<file path="config.mk">
export PLATFORM = sky130hd
export DESIGN_NAME = sacu_top
export DESIGN_NICKNAME = d
export VERILOG_FILES = /design/src/rtl/sacu_pkg.sv /design/src/rtl/sacu_top.sv
export SDC_FILE = /design/constraint.sdc
export NUM_CORES = 1
export LEC_CHECK = 0
export BUFFER_PORTS_ARGS = -buffer_cell sky130_fd_sc_hd__buf_2
export CORE_ASPECT_RATIO = 0.6
export CORE_UTILIZATION = 60
export DETAILED_ROUTE_END_ITERATION = 16
export PLACE_DENSITY = 0.81
export SYNTH_ARGS = -nofsm -noshare
export SYNTH_HDL_FRONTEND = slang
export SYNTH_SLANG_ARGS = --single-unit
</file>
<file path="constraint.sdc">
create_clock -name i_mclk -period 3.3 [get_ports i_mclk]
set_input_delay 0 -clock i_mclk [delete_from_list [all_inputs] [get_ports i_mclk]]
set_output_delay 0 -clock i_mclk [all_outputs]
set_load 0.05 [all_outputs]
</file>
<file path="src/rtl/sacu_pkg.sv">
// constants, types and register map of the converter control unit
// assumes one core clock; the analog core and timers live on that clock
//
// Behaviour
// - codes 0-7 pick an input or its pair; codes 1xxx pick the sensor
// - set pair bit: pair is differential, even input plus, odd minus
// - upper four bits of channel select read zero, writes to them ignored
// - nonzero divider N gives SAR clock equal to core clock over 2(N+1)
// - divider zero runs the SAR clock at the core clock rate
// - gain codes 000..011 give 1,2,4,8; 10x gives 16; 11x gives 0.5
// - enable clear holds the converter shut down; set accepts starts
// - track bit clear: enabled converter tracks whenever the sequencer is idle
// - start mode picks busy write, timer 3, external rising edge, timer 2
// - track bit set, modes 00/01/11: three SAR clocks tracking then convert
// - track bit set, mode 10: track while pin low, convert on rising edge
// - busy reads one during three-clock tracking and during a conversion, zero otherwise
// - busy write of one starts only in mode 00; writing zero does nothing
// - done flag sets when busy falls; only software clears it
// - window flag sets on a window match at capture, stays until software clears
// - right justified: result in high[3:0] and low; high[7:4] sign or zero
// - left justified: result in high and low[7:4]; low[3:0] zero
// - single-ended result unsigned 12 bit; differential two's complement
// - conversion lasts 16 SAR clocks after tracking before busy falls
`default_nettype none

package sacu_pkg;

  localparam logic [7:0] ADDR_PAIR_CFG = 8'hB9;
  localparam logic [7:0] ADDR_CHAN_SEL = 8'hBB;
  localparam logic [7:0] ADDR_CLK_GAIN = 8'hBC;
  localparam logic [7:0] ADDR_RES_LOW = 8'hBD;
  localparam logic [7:0] ADDR_RES_HIGH = 8'hBF;
  localparam logic [7:0] ADDR_CONTROL = 8'hE8;

  localparam logic [7:0] RST_PAIR_CFG = 8'h00;
  localparam logic [7:0] RST_CHAN_SEL = 8'h00;
  localparam logic [7:0] RST_CLK_GAIN = 8'hF8;
  localparam logic [7:0] RST_RESULT = 8'h00;
  localparam logic [7:0] RST_CONTROL = 8'h00;

  // control register bit positions
  localparam int CTL_EN = 7;
  localparam int CTL_TM = 6;
  localparam int CTL_DONE = 5;
  localparam int CTL_BUSY = 4;
  localparam int CTL_CM_HI = 3;
  localparam int CTL_CM_LO = 2;
  localparam int CTL_WIN = 1;
  localparam int CTL_LJ = 0;
  localparam logic [7:0] CTL_SW_MASK = 8'hEF;

  localparam int CFG_DIV_HI = 7;
  localparam int CFG_DIV_LO = 3;
  localparam int CFG_GAIN_HI = 2;
  localparam int CFG_GAIN_LO = 0;

  localparam logic [1:0] SM_BUSY_WRITE = 2'h0;
  localparam logic [1:0] SM_TIMER3 = 2'h1;
  localparam logic [1:0] SM_EXT_PIN = 2'h2;
  localparam logic [1:0] SM_TIMER2 = 2'h3;

  localparam logic [4:0] TRACK_SAR_CLOCKS = 5'h03;
  localparam logic [4:0] CONV_SAR_CLOCKS = 5'h10;
  localparam logic [3:0] TEMP_SENSOR_SEL = 4'h8;

  // software bound only; the hardware does not clamp the divider
  localparam int CORE_CLK_KHZ = 50000;
  localparam int SAR_MAX_KHZ = 2500;
  localparam int MIN_SAR_DIV = (CORE_CLK_KHZ + 2 * SAR_MAX_KHZ - 1) /
                               (2 * SAR_MAX_KHZ) - 1;

  typedef enum logic [2:0] {
    SACU_GAIN_1 = 3'h0,
    SACU_GAIN_2 = 3'h1,
    SACU_GAIN_4 = 3'h2,
    SACU_GAIN_8 = 3'h3,
    SACU_GAIN_16 = 3'h4,
    SACU_GAIN_HALF = 3'h5
  } sacu_gain_t;

  typedef enum logic [1:0] {
    SACU_IDLE = 2'b00,
    SACU_TRACK = 2'b01,
    SACU_CONV = 2'b11,
    SACU_DONE = 2'b10
  } sacu_state_t;

  typedef struct packed {
    logic powered;
    logic track;
    logic convert;
    logic [3:0] pos_sel;
    logic [3:0] neg_sel;
    logic diff;
    sacu_gain_t gain;
  } sacu_core_t;

endpackage : sacu_pkg

`default_nettype wire

</file>
<file path="src/rtl/sacu_top.sv">
// converter control unit: register file, SAR clock divider, start logic,
// sequencing and result formatting for a 12-bit SAR core
// assumes the analog core gives its code on i_core_result by the end of the
// last SAR clock and that timers and window compare run on i_mclk
`default_nettype none

module sacu_top
  import sacu_pkg::*;
(
  input wire logic i_mclk,
  input wire logic i_rst_n,
  input wire logic [7:0] i_sfr_addr,
  input wire logic i_sfr_wr,
  input wire logic [7:0] i_sfr_wdata,
  output logic [7:0] o_sfr_rdata,
  input wire logic i_timer3_ovf,
  input wire logic i_timer2_ovf,
  input wire logic i_ext_start,
  input wire logic [11:0] i_core_result,
  input wire logic i_window_match,
  output sacu_core_t o_core,
  output logic o_sar_tick,
  output logic o_sar_clk,
  output logic o_busy
);

  logic [3:0] pair_cfg_ff;
  logic [3:0] chan_sel_ff;
  logic [7:0] clk_gain_ff;
  logic [7:0] ctl_ff;
  logic [7:0] res_hi_ff;
  logic [7:0] res_lo_ff;
  logic [7:0] rdata_ff;
  logic [4:0] div_cnt_ff;
  logic sar_phase_ff;
  logic tick_ff;
  logic ext_meta_ff;
  logic ext_sync_ff;
  logic ext_prev_ff;
  sacu_state_t state_ff;
  logic [4:0] sar_cnt_ff;
  sacu_core_t core_ff;

  // register decode; reads and writes share one address compare
  wire sel_pair = (i_sfr_addr == ADDR_PAIR_CFG);
  wire sel_chan = (i_sfr_addr == ADDR_CHAN_SEL);
  wire sel_cfg = (i_sfr_addr == ADDR_CLK_GAIN);
  wire sel_ctl = (i_sfr_addr == ADDR_CONTROL);
  wire sel_hi = (i_sfr_addr == ADDR_RES_HIGH);
  wire sel_lo = (i_sfr_addr == ADDR_RES_LOW);

  wire wr_pair = i_sfr_wr && sel_pair;
  wire wr_chan = i_sfr_wr && sel_chan;
  wire wr_cfg = i_sfr_wr && sel_cfg;
  wire wr_ctl = i_sfr_wr && sel_ctl;
  wire wr_hi = i_sfr_wr && sel_hi;
  wire wr_lo = i_sfr_wr && sel_lo;

  wire enabled = ctl_ff[CTL_EN];
  wire track_mode = ctl_ff[CTL_TM];
  wire [1:0] start_mode = ctl_ff[CTL_CM_HI:CTL_CM_LO];
  wire [4:0] sar_div = clk_gain_ff[CFG_DIV_HI:CFG_DIV_LO];
  wire [2:0] gain_field = clk_gain_ff[CFG_GAIN_HI:CFG_GAIN_LO];
  wire busy = (state_ff == SACU_TRACK) || (state_ff == SACU_CONV);

  // SAR clock: half period of sar_div+1 core clocks, tick on rising phase
  // a divider cut below the running count lets the count run on and wrap once
  wire div_wrap = (div_cnt_ff == sar_div);
  wire div_zero = (sar_div == 5'h00);
  wire [4:0] nxt_div_cnt = div_wrap ? 5'h00 : div_cnt_ff + 5'h01;
  wire nxt_sar_phase = div_zero ? 1'b1 :
                       (div_wrap ? ~sar_phase_ff : sar_phase_ff);
  wire nxt_tick = div_zero || (div_wrap && !sar_phase_ff);

  // external pin edge is taken only after the synchroniser pair
  // costs two cycles of pin latency, traded for a clean edge
  wire ext_rise = ext_sync_ff && !ext_prev_ff;

  // trigger selection
  // timer pulses are taken as they come: they share the core clock
  wire busy_wr_start = wr_ctl && i_sfr_wdata[CTL_BUSY] &&
                       (start_mode == SM_BUSY_WRITE);
  logic trigger;
  always_comb begin
    case (start_mode)
      SM_BUSY_WRITE: trigger = busy_wr_start;
      SM_TIMER3: trigger = i_timer3_ovf;
      SM_EXT_PIN: trigger = ext_rise;
      SM_TIMER2: trigger = i_timer2_ovf;
      default: trigger = 1'b0;
    endcase
  end

  // starts are ignored while shut down or mid-conversion
  wire start = enabled && !busy && trigger;
  wire three_clk_track = track_mode && (start_mode != SM_EXT_PIN);
  wire track_done = tick_ff && (sar_cnt_ff == TRACK_SAR_CLOCKS - 5'h01);
  wire conv_done = tick_ff && (sar_cnt_ff == CONV_SAR_CLOCKS - 5'h01);

  // sequencer
  // a trigger landing in DONE is dropped: one dead cycle between runs
  sacu_state_t nxt_state;
  always_comb begin
    nxt_state = state_ff;
    case (state_ff)
      SACU_IDLE: begin
        if (start) begin
          nxt_state = three_clk_track ? SACU_TRACK : SACU_CONV;
        end
      end
      SACU_TRACK: begin
        if (track_done) begin
          nxt_state = SACU_CONV;
        end
      end
      SACU_CONV: begin
        if (conv_done) begin
          nxt_state = SACU_DONE;
        end
      end
      SACU_DONE: nxt_state = SACU_IDLE;
      default: nxt_state = SACU_IDLE;
    endcase
    if (!enabled) begin
      nxt_state = SACU_IDLE;
    end
  end

  wire phase_change = (nxt_state != state_ff);
  wire [4:0] nxt_sar_cnt = phase_change ? 5'h00 :
                           (tick_ff ? sar_cnt_ff + 5'h01 : sar_cnt_ff);

  // input selection
  wire [2:0] addr_in = chan_sel_ff[2:0];
  wire pair_diff = pair_cfg_ff[addr_in[2:1]];
  wire temp_sel = chan_sel_ff[3];
  wire sel_diff = !temp_sel && pair_diff;
  wire [3:0] nxt_pos = temp_sel ? TEMP_SENSOR_SEL :
                       (pair_diff ? {1'b0, addr_in[2:1], 1'b0} :
                        {1'b0, addr_in});
  wire [3:0] nxt_neg = sel_diff ? {1'b0, addr_in[2:1], 1'b1} : 4'h0;

  sacu_gain_t gain_dec;
  always_comb begin
    case (gain_field)
      3'h0: gain_dec = SACU_GAIN_1;
      3'h1: gain_dec = SACU_GAIN_2;
      3'h2: gain_dec = SACU_GAIN_4;
      3'h3: gain_dec = SACU_GAIN_8;
      3'h4, 3'h5: gain_dec = SACU_GAIN_16;
      default: gain_dec = SACU_GAIN_HALF;
    endcase
  end

  // tracking: continuous when idle, pin-low window, or the three clocks
  wire idle = (state_ff == SACU_IDLE);
  wire nxt_track = enabled && (
    !track_mode ? idle :
    (start_mode == SM_EXT_PIN) ? (idle && !ext_sync_ff) :
    (state_ff == SACU_TRACK));

  sacu_core_t nxt_core;
  always_comb begin
    nxt_core.powered = enabled;
    nxt_core.track = nxt_track;
    nxt_core.convert = enabled && (state_ff == SACU_CONV);
    nxt_core.pos_sel = nxt_pos;
    nxt_core.neg_sel = nxt_neg;
    nxt_core.diff = sel_diff;
    nxt_core.gain = gain_dec;
  end

  // result formatting; the core code is two's complement when differential
  // window level counts only at capture; a match between runs is not seen
  wire capture = (state_ff == SACU_CONV) && conv_done;
  wire res_sign = sel_diff && i_core_result[11];
  wire [7:0] fmt_hi = ctl_ff[CTL_LJ] ? i_core_result[11:4] :
                      {{4{res_sign}}, i_core_result[11:8]};
  wire [7:0] fmt_lo = ctl_ff[CTL_LJ] ? {i_core_result[3:0], 4'h0} :
                      i_core_result[7:0];
  wire [7:0] nxt_res_hi = capture ? fmt_hi :
                          (wr_hi ? i_sfr_wdata : res_hi_ff);
  wire [7:0] nxt_res_lo = capture ? fmt_lo :
                          (wr_lo ? i_sfr_wdata : res_lo_ff);

  // control register: software bits, then flags where a set beats a clear
  wire [7:0] ctl_sw = wr_ctl ? (i_sfr_wdata & CTL_SW_MASK) :
                      (ctl_ff & CTL_SW_MASK);
  wire set_done = capture;
  wire set_win = capture && i_window_match;
  logic [7:0] nxt_ctl;
  always_comb begin
    nxt_ctl = ctl_sw;
    nxt_ctl[CTL_DONE] = set_done || ctl_sw[CTL_DONE];
    nxt_ctl[CTL_WIN] = set_win || ctl_sw[CTL_WIN];
    nxt_ctl[CTL_BUSY] = (nxt_state == SACU_TRACK) ||
                        (nxt_state == SACU_CONV);
  end

  // read mux; unmapped addresses read zero
  wire [7:0] nxt_rdata =
    sel_pair ? {4'h0, pair_cfg_ff} :
    sel_chan ? {4'h0, chan_sel_ff} :
    sel_cfg ? clk_gain_ff :
    sel_ctl ? ctl_ff :
    sel_hi ? res_hi_ff :
    sel_lo ? res_lo_ff : 8'h00;

  wire [3:0] nxt_pair = wr_pair ? i_sfr_wdata[3:0] : pair_cfg_ff;
  wire [3:0] nxt_chan = wr_chan ? i_sfr_wdata[3:0] : chan_sel_ff;
  wire [7:0] nxt_cfg = wr_cfg ? i_sfr_wdata : clk_gain_ff;

  // software-visible configuration
  always_ff @(posedge i_mclk) begin
    if (!i_rst_n) begin
      pair_cfg_ff <= RST_PAIR_CFG[3:0];
      chan_sel_ff <= RST_CHAN_SEL[3:0];
      clk_gain_ff <= RST_CLK_GAIN;
    end else begin
      pair_cfg_ff <= nxt_pair;
      chan_sel_ff <= nxt_chan;
      clk_gain_ff <= nxt_cfg;
    end
  end

  // control and flags; busy is folded in from the next sequencer state
  always_ff @(posedge i_mclk) begin
    if (!i_rst_n) begin
      ctl_ff <= RST_CONTROL;
    end else begin
      ctl_ff <= nxt_ctl;
    end
  end

  // results are writable, but a capture in the same cycle wins
  always_ff @(posedge i_mclk) begin
    if (!i_rst_n) begin
      res_hi_ff <= RST_RESULT;
      res_lo_ff <= RST_RESULT;
    end else begin
      res_hi_ff <= nxt_res_hi;
      res_lo_ff <= nxt_res_lo;
    end
  end

  // SAR clock divider
  always_ff @(posedge i_mclk) begin
    if (!i_rst_n) begin
      div_cnt_ff <= 5'h00;
      sar_phase_ff <= 1'b0;
      tick_ff <= 1'b0;
    end else begin
      div_cnt_ff <= nxt_div_cnt;
      sar_phase_ff <= nxt_sar_phase;
      tick_ff <= nxt_tick;
    end
  end

  // pin synchroniser; only the second stage feeds logic
  always_ff @(posedge i_mclk) begin
    if (!i_rst_n) begin
      ext_meta_ff <= 1'b0;
      ext_sync_ff <= 1'b0;
      ext_prev_ff <= 1'b0;
    end else begin
      ext_meta_ff <= i_ext_start;
      ext_sync_ff <= ext_meta_ff;
      ext_prev_ff <= ext_sync_ff;
    end
  end

  // sequencer state and SAR clock count
  always_ff @(posedge i_mclk) begin
    if (!i_rst_n) begin
      state_ff <= SACU_IDLE;
      sar_cnt_ff <= 5'h00;
    end else begin
      state_ff <= nxt_state;
      sar_cnt_ff <= nxt_sar_cnt;
    end
  end

  // registered outputs toward the core and the register bus
  always_ff @(posedge i_mclk) begin
    if (!i_rst_n) begin
      core_ff <= '0;
      rdata_ff <= 8'h00;
    end else begin
      core_ff <= nxt_core;
      rdata_ff <= nxt_rdata;
    end
  end

  assign o_sfr_rdata = rdata_ff;
  assign o_core = core_ff;
  assign o_sar_tick = tick_ff;
  assign o_sar_clk = sar_phase_ff;
  assign o_busy = ctl_ff[CTL_BUSY];

endmodule : sacu_top

`default_nettype wire

</file>
==> metrics.yaml <==
synth:
  avgSynthCellArea_um2: 9.36
  synth-compound-area-share: 0.171
  yosysTopAreaCell: "dfxtp_1"
  yosys.area_share.simple: 0.192
  netlist_area_um2: 3700
  yosysMostFrequentCell: "dfxtp_1"
  synth_top_area_share: 0.417
  ys_async_sr_fraction: 0
  seq_area_frac_synth: 0.417
  synth_warnings: 0
  synthAdderAreaFrac: 0.0135
  synth_top_family_by_area: "simple AND/OR/NAND/NOR gates"
  synthMuxAreaShare: 0.131
  ys_ff_latch: 77
  synth_edf_count: 0
  synth_fp_nets: 434
  synth.distinct_cells: 63
  synthXorXnorAreaFrac: 0.0261
  synthTopCellsByCount: "77 x dfxtp_1, 52 x nand2_1, 37 x mux2i_1, 23 x nor2_1, 20 x nand3_1"
  synth_ff_type: "dfxtp_1"
  synthCells: 395
  yosys-top-cells-area: "dfxtp_1 42%, mux2i_1 10%, nand2_1 5.3%"
worst_hold_path:
  min_path_type: "primary input to register"
  hold_start: "i_core_result[11]"
  holdPathStages: 3
  worstHoldEndpoint: "res_hi_ff[7]"
global_routing:
  grt_pass1_wl_mm: 16.1
  overflow: 0
  grt_pass1_vias: 3160
  grt_max_degree: 34
  grt_usage: 0.335
  antenna_found_initial: 0
cells_and_area:
  fin_cells: 543
  regArea_um2: 1540
  antennaDiodeCount: 0
  nets: 498
  fillerInstances: 373
  multiInputGateArea_um2: 1970
  drive_gt1_frac: 0.227
  area_growth_pct: 19.1
floorplanning:
  dieArea_um2: 6490
  die_w_um: 103
  io_pins: 61
  row_count: 21
  start_util: 0.642
  fp.dieH_um: 62.8
  coreArea_um2: 5750
clock_tree:
  clkSlewWorstSetupHoldPaths_ns: 0.07
  cts_buffer_depth: 2
  cts.sinks: 77
  tritoncts: "yes"
  postCtsResizedCells: 0
  insertion_delay_ns: 0.36
  root_buffer: "clkbuf_8"
  cts_htree_levels: 3
  cts_buffers: 9
  holdBufCountCts: 17
  cts_setup_buffers: 0
setup_path:
  rr_startpoint: "sar_cnt_ff[0]"
  cp-start-kind: "register"
  crit_type: "register to register"
  worst-path-stages: 7
  worstReg2RegEnd: "res_lo_ff[3]"
  path_cells: "ha_1, and3_1, ha_1, and4_1, a31o_4, nor2_1, a311oi_2"
  slowest_stage: "and4_1"
  critPathBufInv: 0
  crit_fanout: 17
  reg2reg_slack_ns: 0.98
  cpPeakStageDelay_ns: 0.64
  cp_common_cell: "ha_1"
  worstPathArrival_ns: 2.59
  cp.required_ns: 3.56
  critPathTopFamily: "simple AND/OR/NAND/NOR gates"
  cp-end-kind: "register"
  reg2regPathDepth: 7
routing:
  first_pass_iters: 6
  routed-wl-met2_mm: 4.06
  met1_length_mm: 4.46
  postRouteAntennaNets: 0
  num_vias: 3332
  drc_errors: 0
  dr_wl_met3_mm: 1.22
  wl_per_cell_um: 18.2
  drt-vias-per-instance: 6.14
  wl_mm: 9.90
  drt-initial-drc-count: 376
  top_layer_used: "met4"
power_and_ir_drop:
  totalPowerFinal_uw: 2010
  ir_drop_uv: 328
  powerDensity_nw_per_um2: 456
  p_int_uw: 1580
  p_leak_uw: 0.00183
  p_comb_frac: 0.065
  pwr-share-clk: 0.468
  switching_share: 0.212
  power_frac_seq: 0.467
  power_switching_uw: 426
timing:
  worstMarginPinSlew_ns: 0.663
  fin_worst_skew_ns: 0.00988
  setup_viol: 0
  hold_slack_ns: 0.0288
  max_slew_margin: 0.557
  hold_violations: 0
  drv_slew: 0
  fin_setup_tns_ns: 0
  setup_ws_ns: 0.977
  fmax_ghz: 0.430
  post-route-period-util: 0.704
  fin_crit_ns: 2.32
  rsz0062_at_grt: "false"
placement:
  place_ws_ns: 1.08
  numPortBuffers: 59
  dp.cells: 511
  dp_hpwl_mm: 6.74
  finalWeightedCongestion: 0.883
run:
  maxCapViolCount: 0
run_status:
  status: "completed"
==> area by class of cell <==
class	count	share of cell area
clock buffer	11	0.0321
clock inverter	4	0.0273
timing repair buffer	78	0.109
sequential	77	0.350
multi-input combinational	281	0.448
tap	80	0.0227
inverter	12	0.0102
==> layer usage <==
layer  global-route usage  vias up
met2                0.470      222
met5                    0        -
li1                     -     1554
met3               0.0817       21
met1                0.501     1535
met4               0.0986        0
==> metrics by stage <==
step	instance area, µm²	utilization
global placement	3970	0.690
detailed placement	3970	0.690
floorplan	3700	-
CTS	4400	0.765
global route	4400	0.765
finish	4400	0.765
==> tightest hold or removal path, cell delays in order <==
cell	delay, ns
buf_2	0.13
o211ai_1	0.12
a221oi_2	0.08
==> placed cells by master, fill, tap and decap left out, types with 11 or more instances in the layout <==
cell	netlist	layout
a21oi_1	18	18
buf_2	12	59
dfxtp_1	77	77
dlygate4sd3_1	0	17
inv_1	11	11
mux2i_1	37	37
nand2_1	52	52
nand3_1	20	20
nor2_1	23	23
o21ai_0	11	11
==> worst max-delay path by stage <==
stage / startpoint / end / slack (ns)
detailed placement: sar_cnt_ff[0] / res_lo_ff[0] / 1.08
finish: sar_cnt_ff[0] / res_lo_ff[3] / 0.98
floorplan: sar_cnt_ff[0] / res_lo_ff[4] / 1.43
global placement: sar_cnt_ff[0] / res_lo_ff[0] / 1.19
CTS: sar_cnt_ff[0] / res_lo_ff[0] / 1.03
global route: sar_cnt_ff[0] / res_lo_ff[0] / 0.82
==> power by group through the flow <==
| stage | clock network (µW) | registers, µW | logic [µW] |
|---|---|---|---|
| finish | 939 | 938 | 130 |
| global route | 977 | 940 | 139 |
| global placement | 0 | 960 | 109 |
| CTS | 938 | 939 | 127 |
| floorplan | 0 | 961 | 64.8 |
| detailed placement | 0 | 960 | 110 |
==> state kept, by name, indices dropped and copies added, names as in the netlist, 5 cells and up <==
name,count
clk_gain_ff,8
ctl_ff,8
div_cnt_ff,5
o_core,13
o_sfr_rdata,8
res_hi_ff,8
res_lo_ff,8
sar_cnt_ff,5
==> cells by family after synthesis <==
logic type	Yosys count
AOI/OAI and AO/OA	80
xor gates and xnor gates	11
DFF	77
muxes	46
adders and majority gates	4
other	1
and+or+nand+nor	139
buffers and inverters	37
Power figures use the tool's default switching activity.
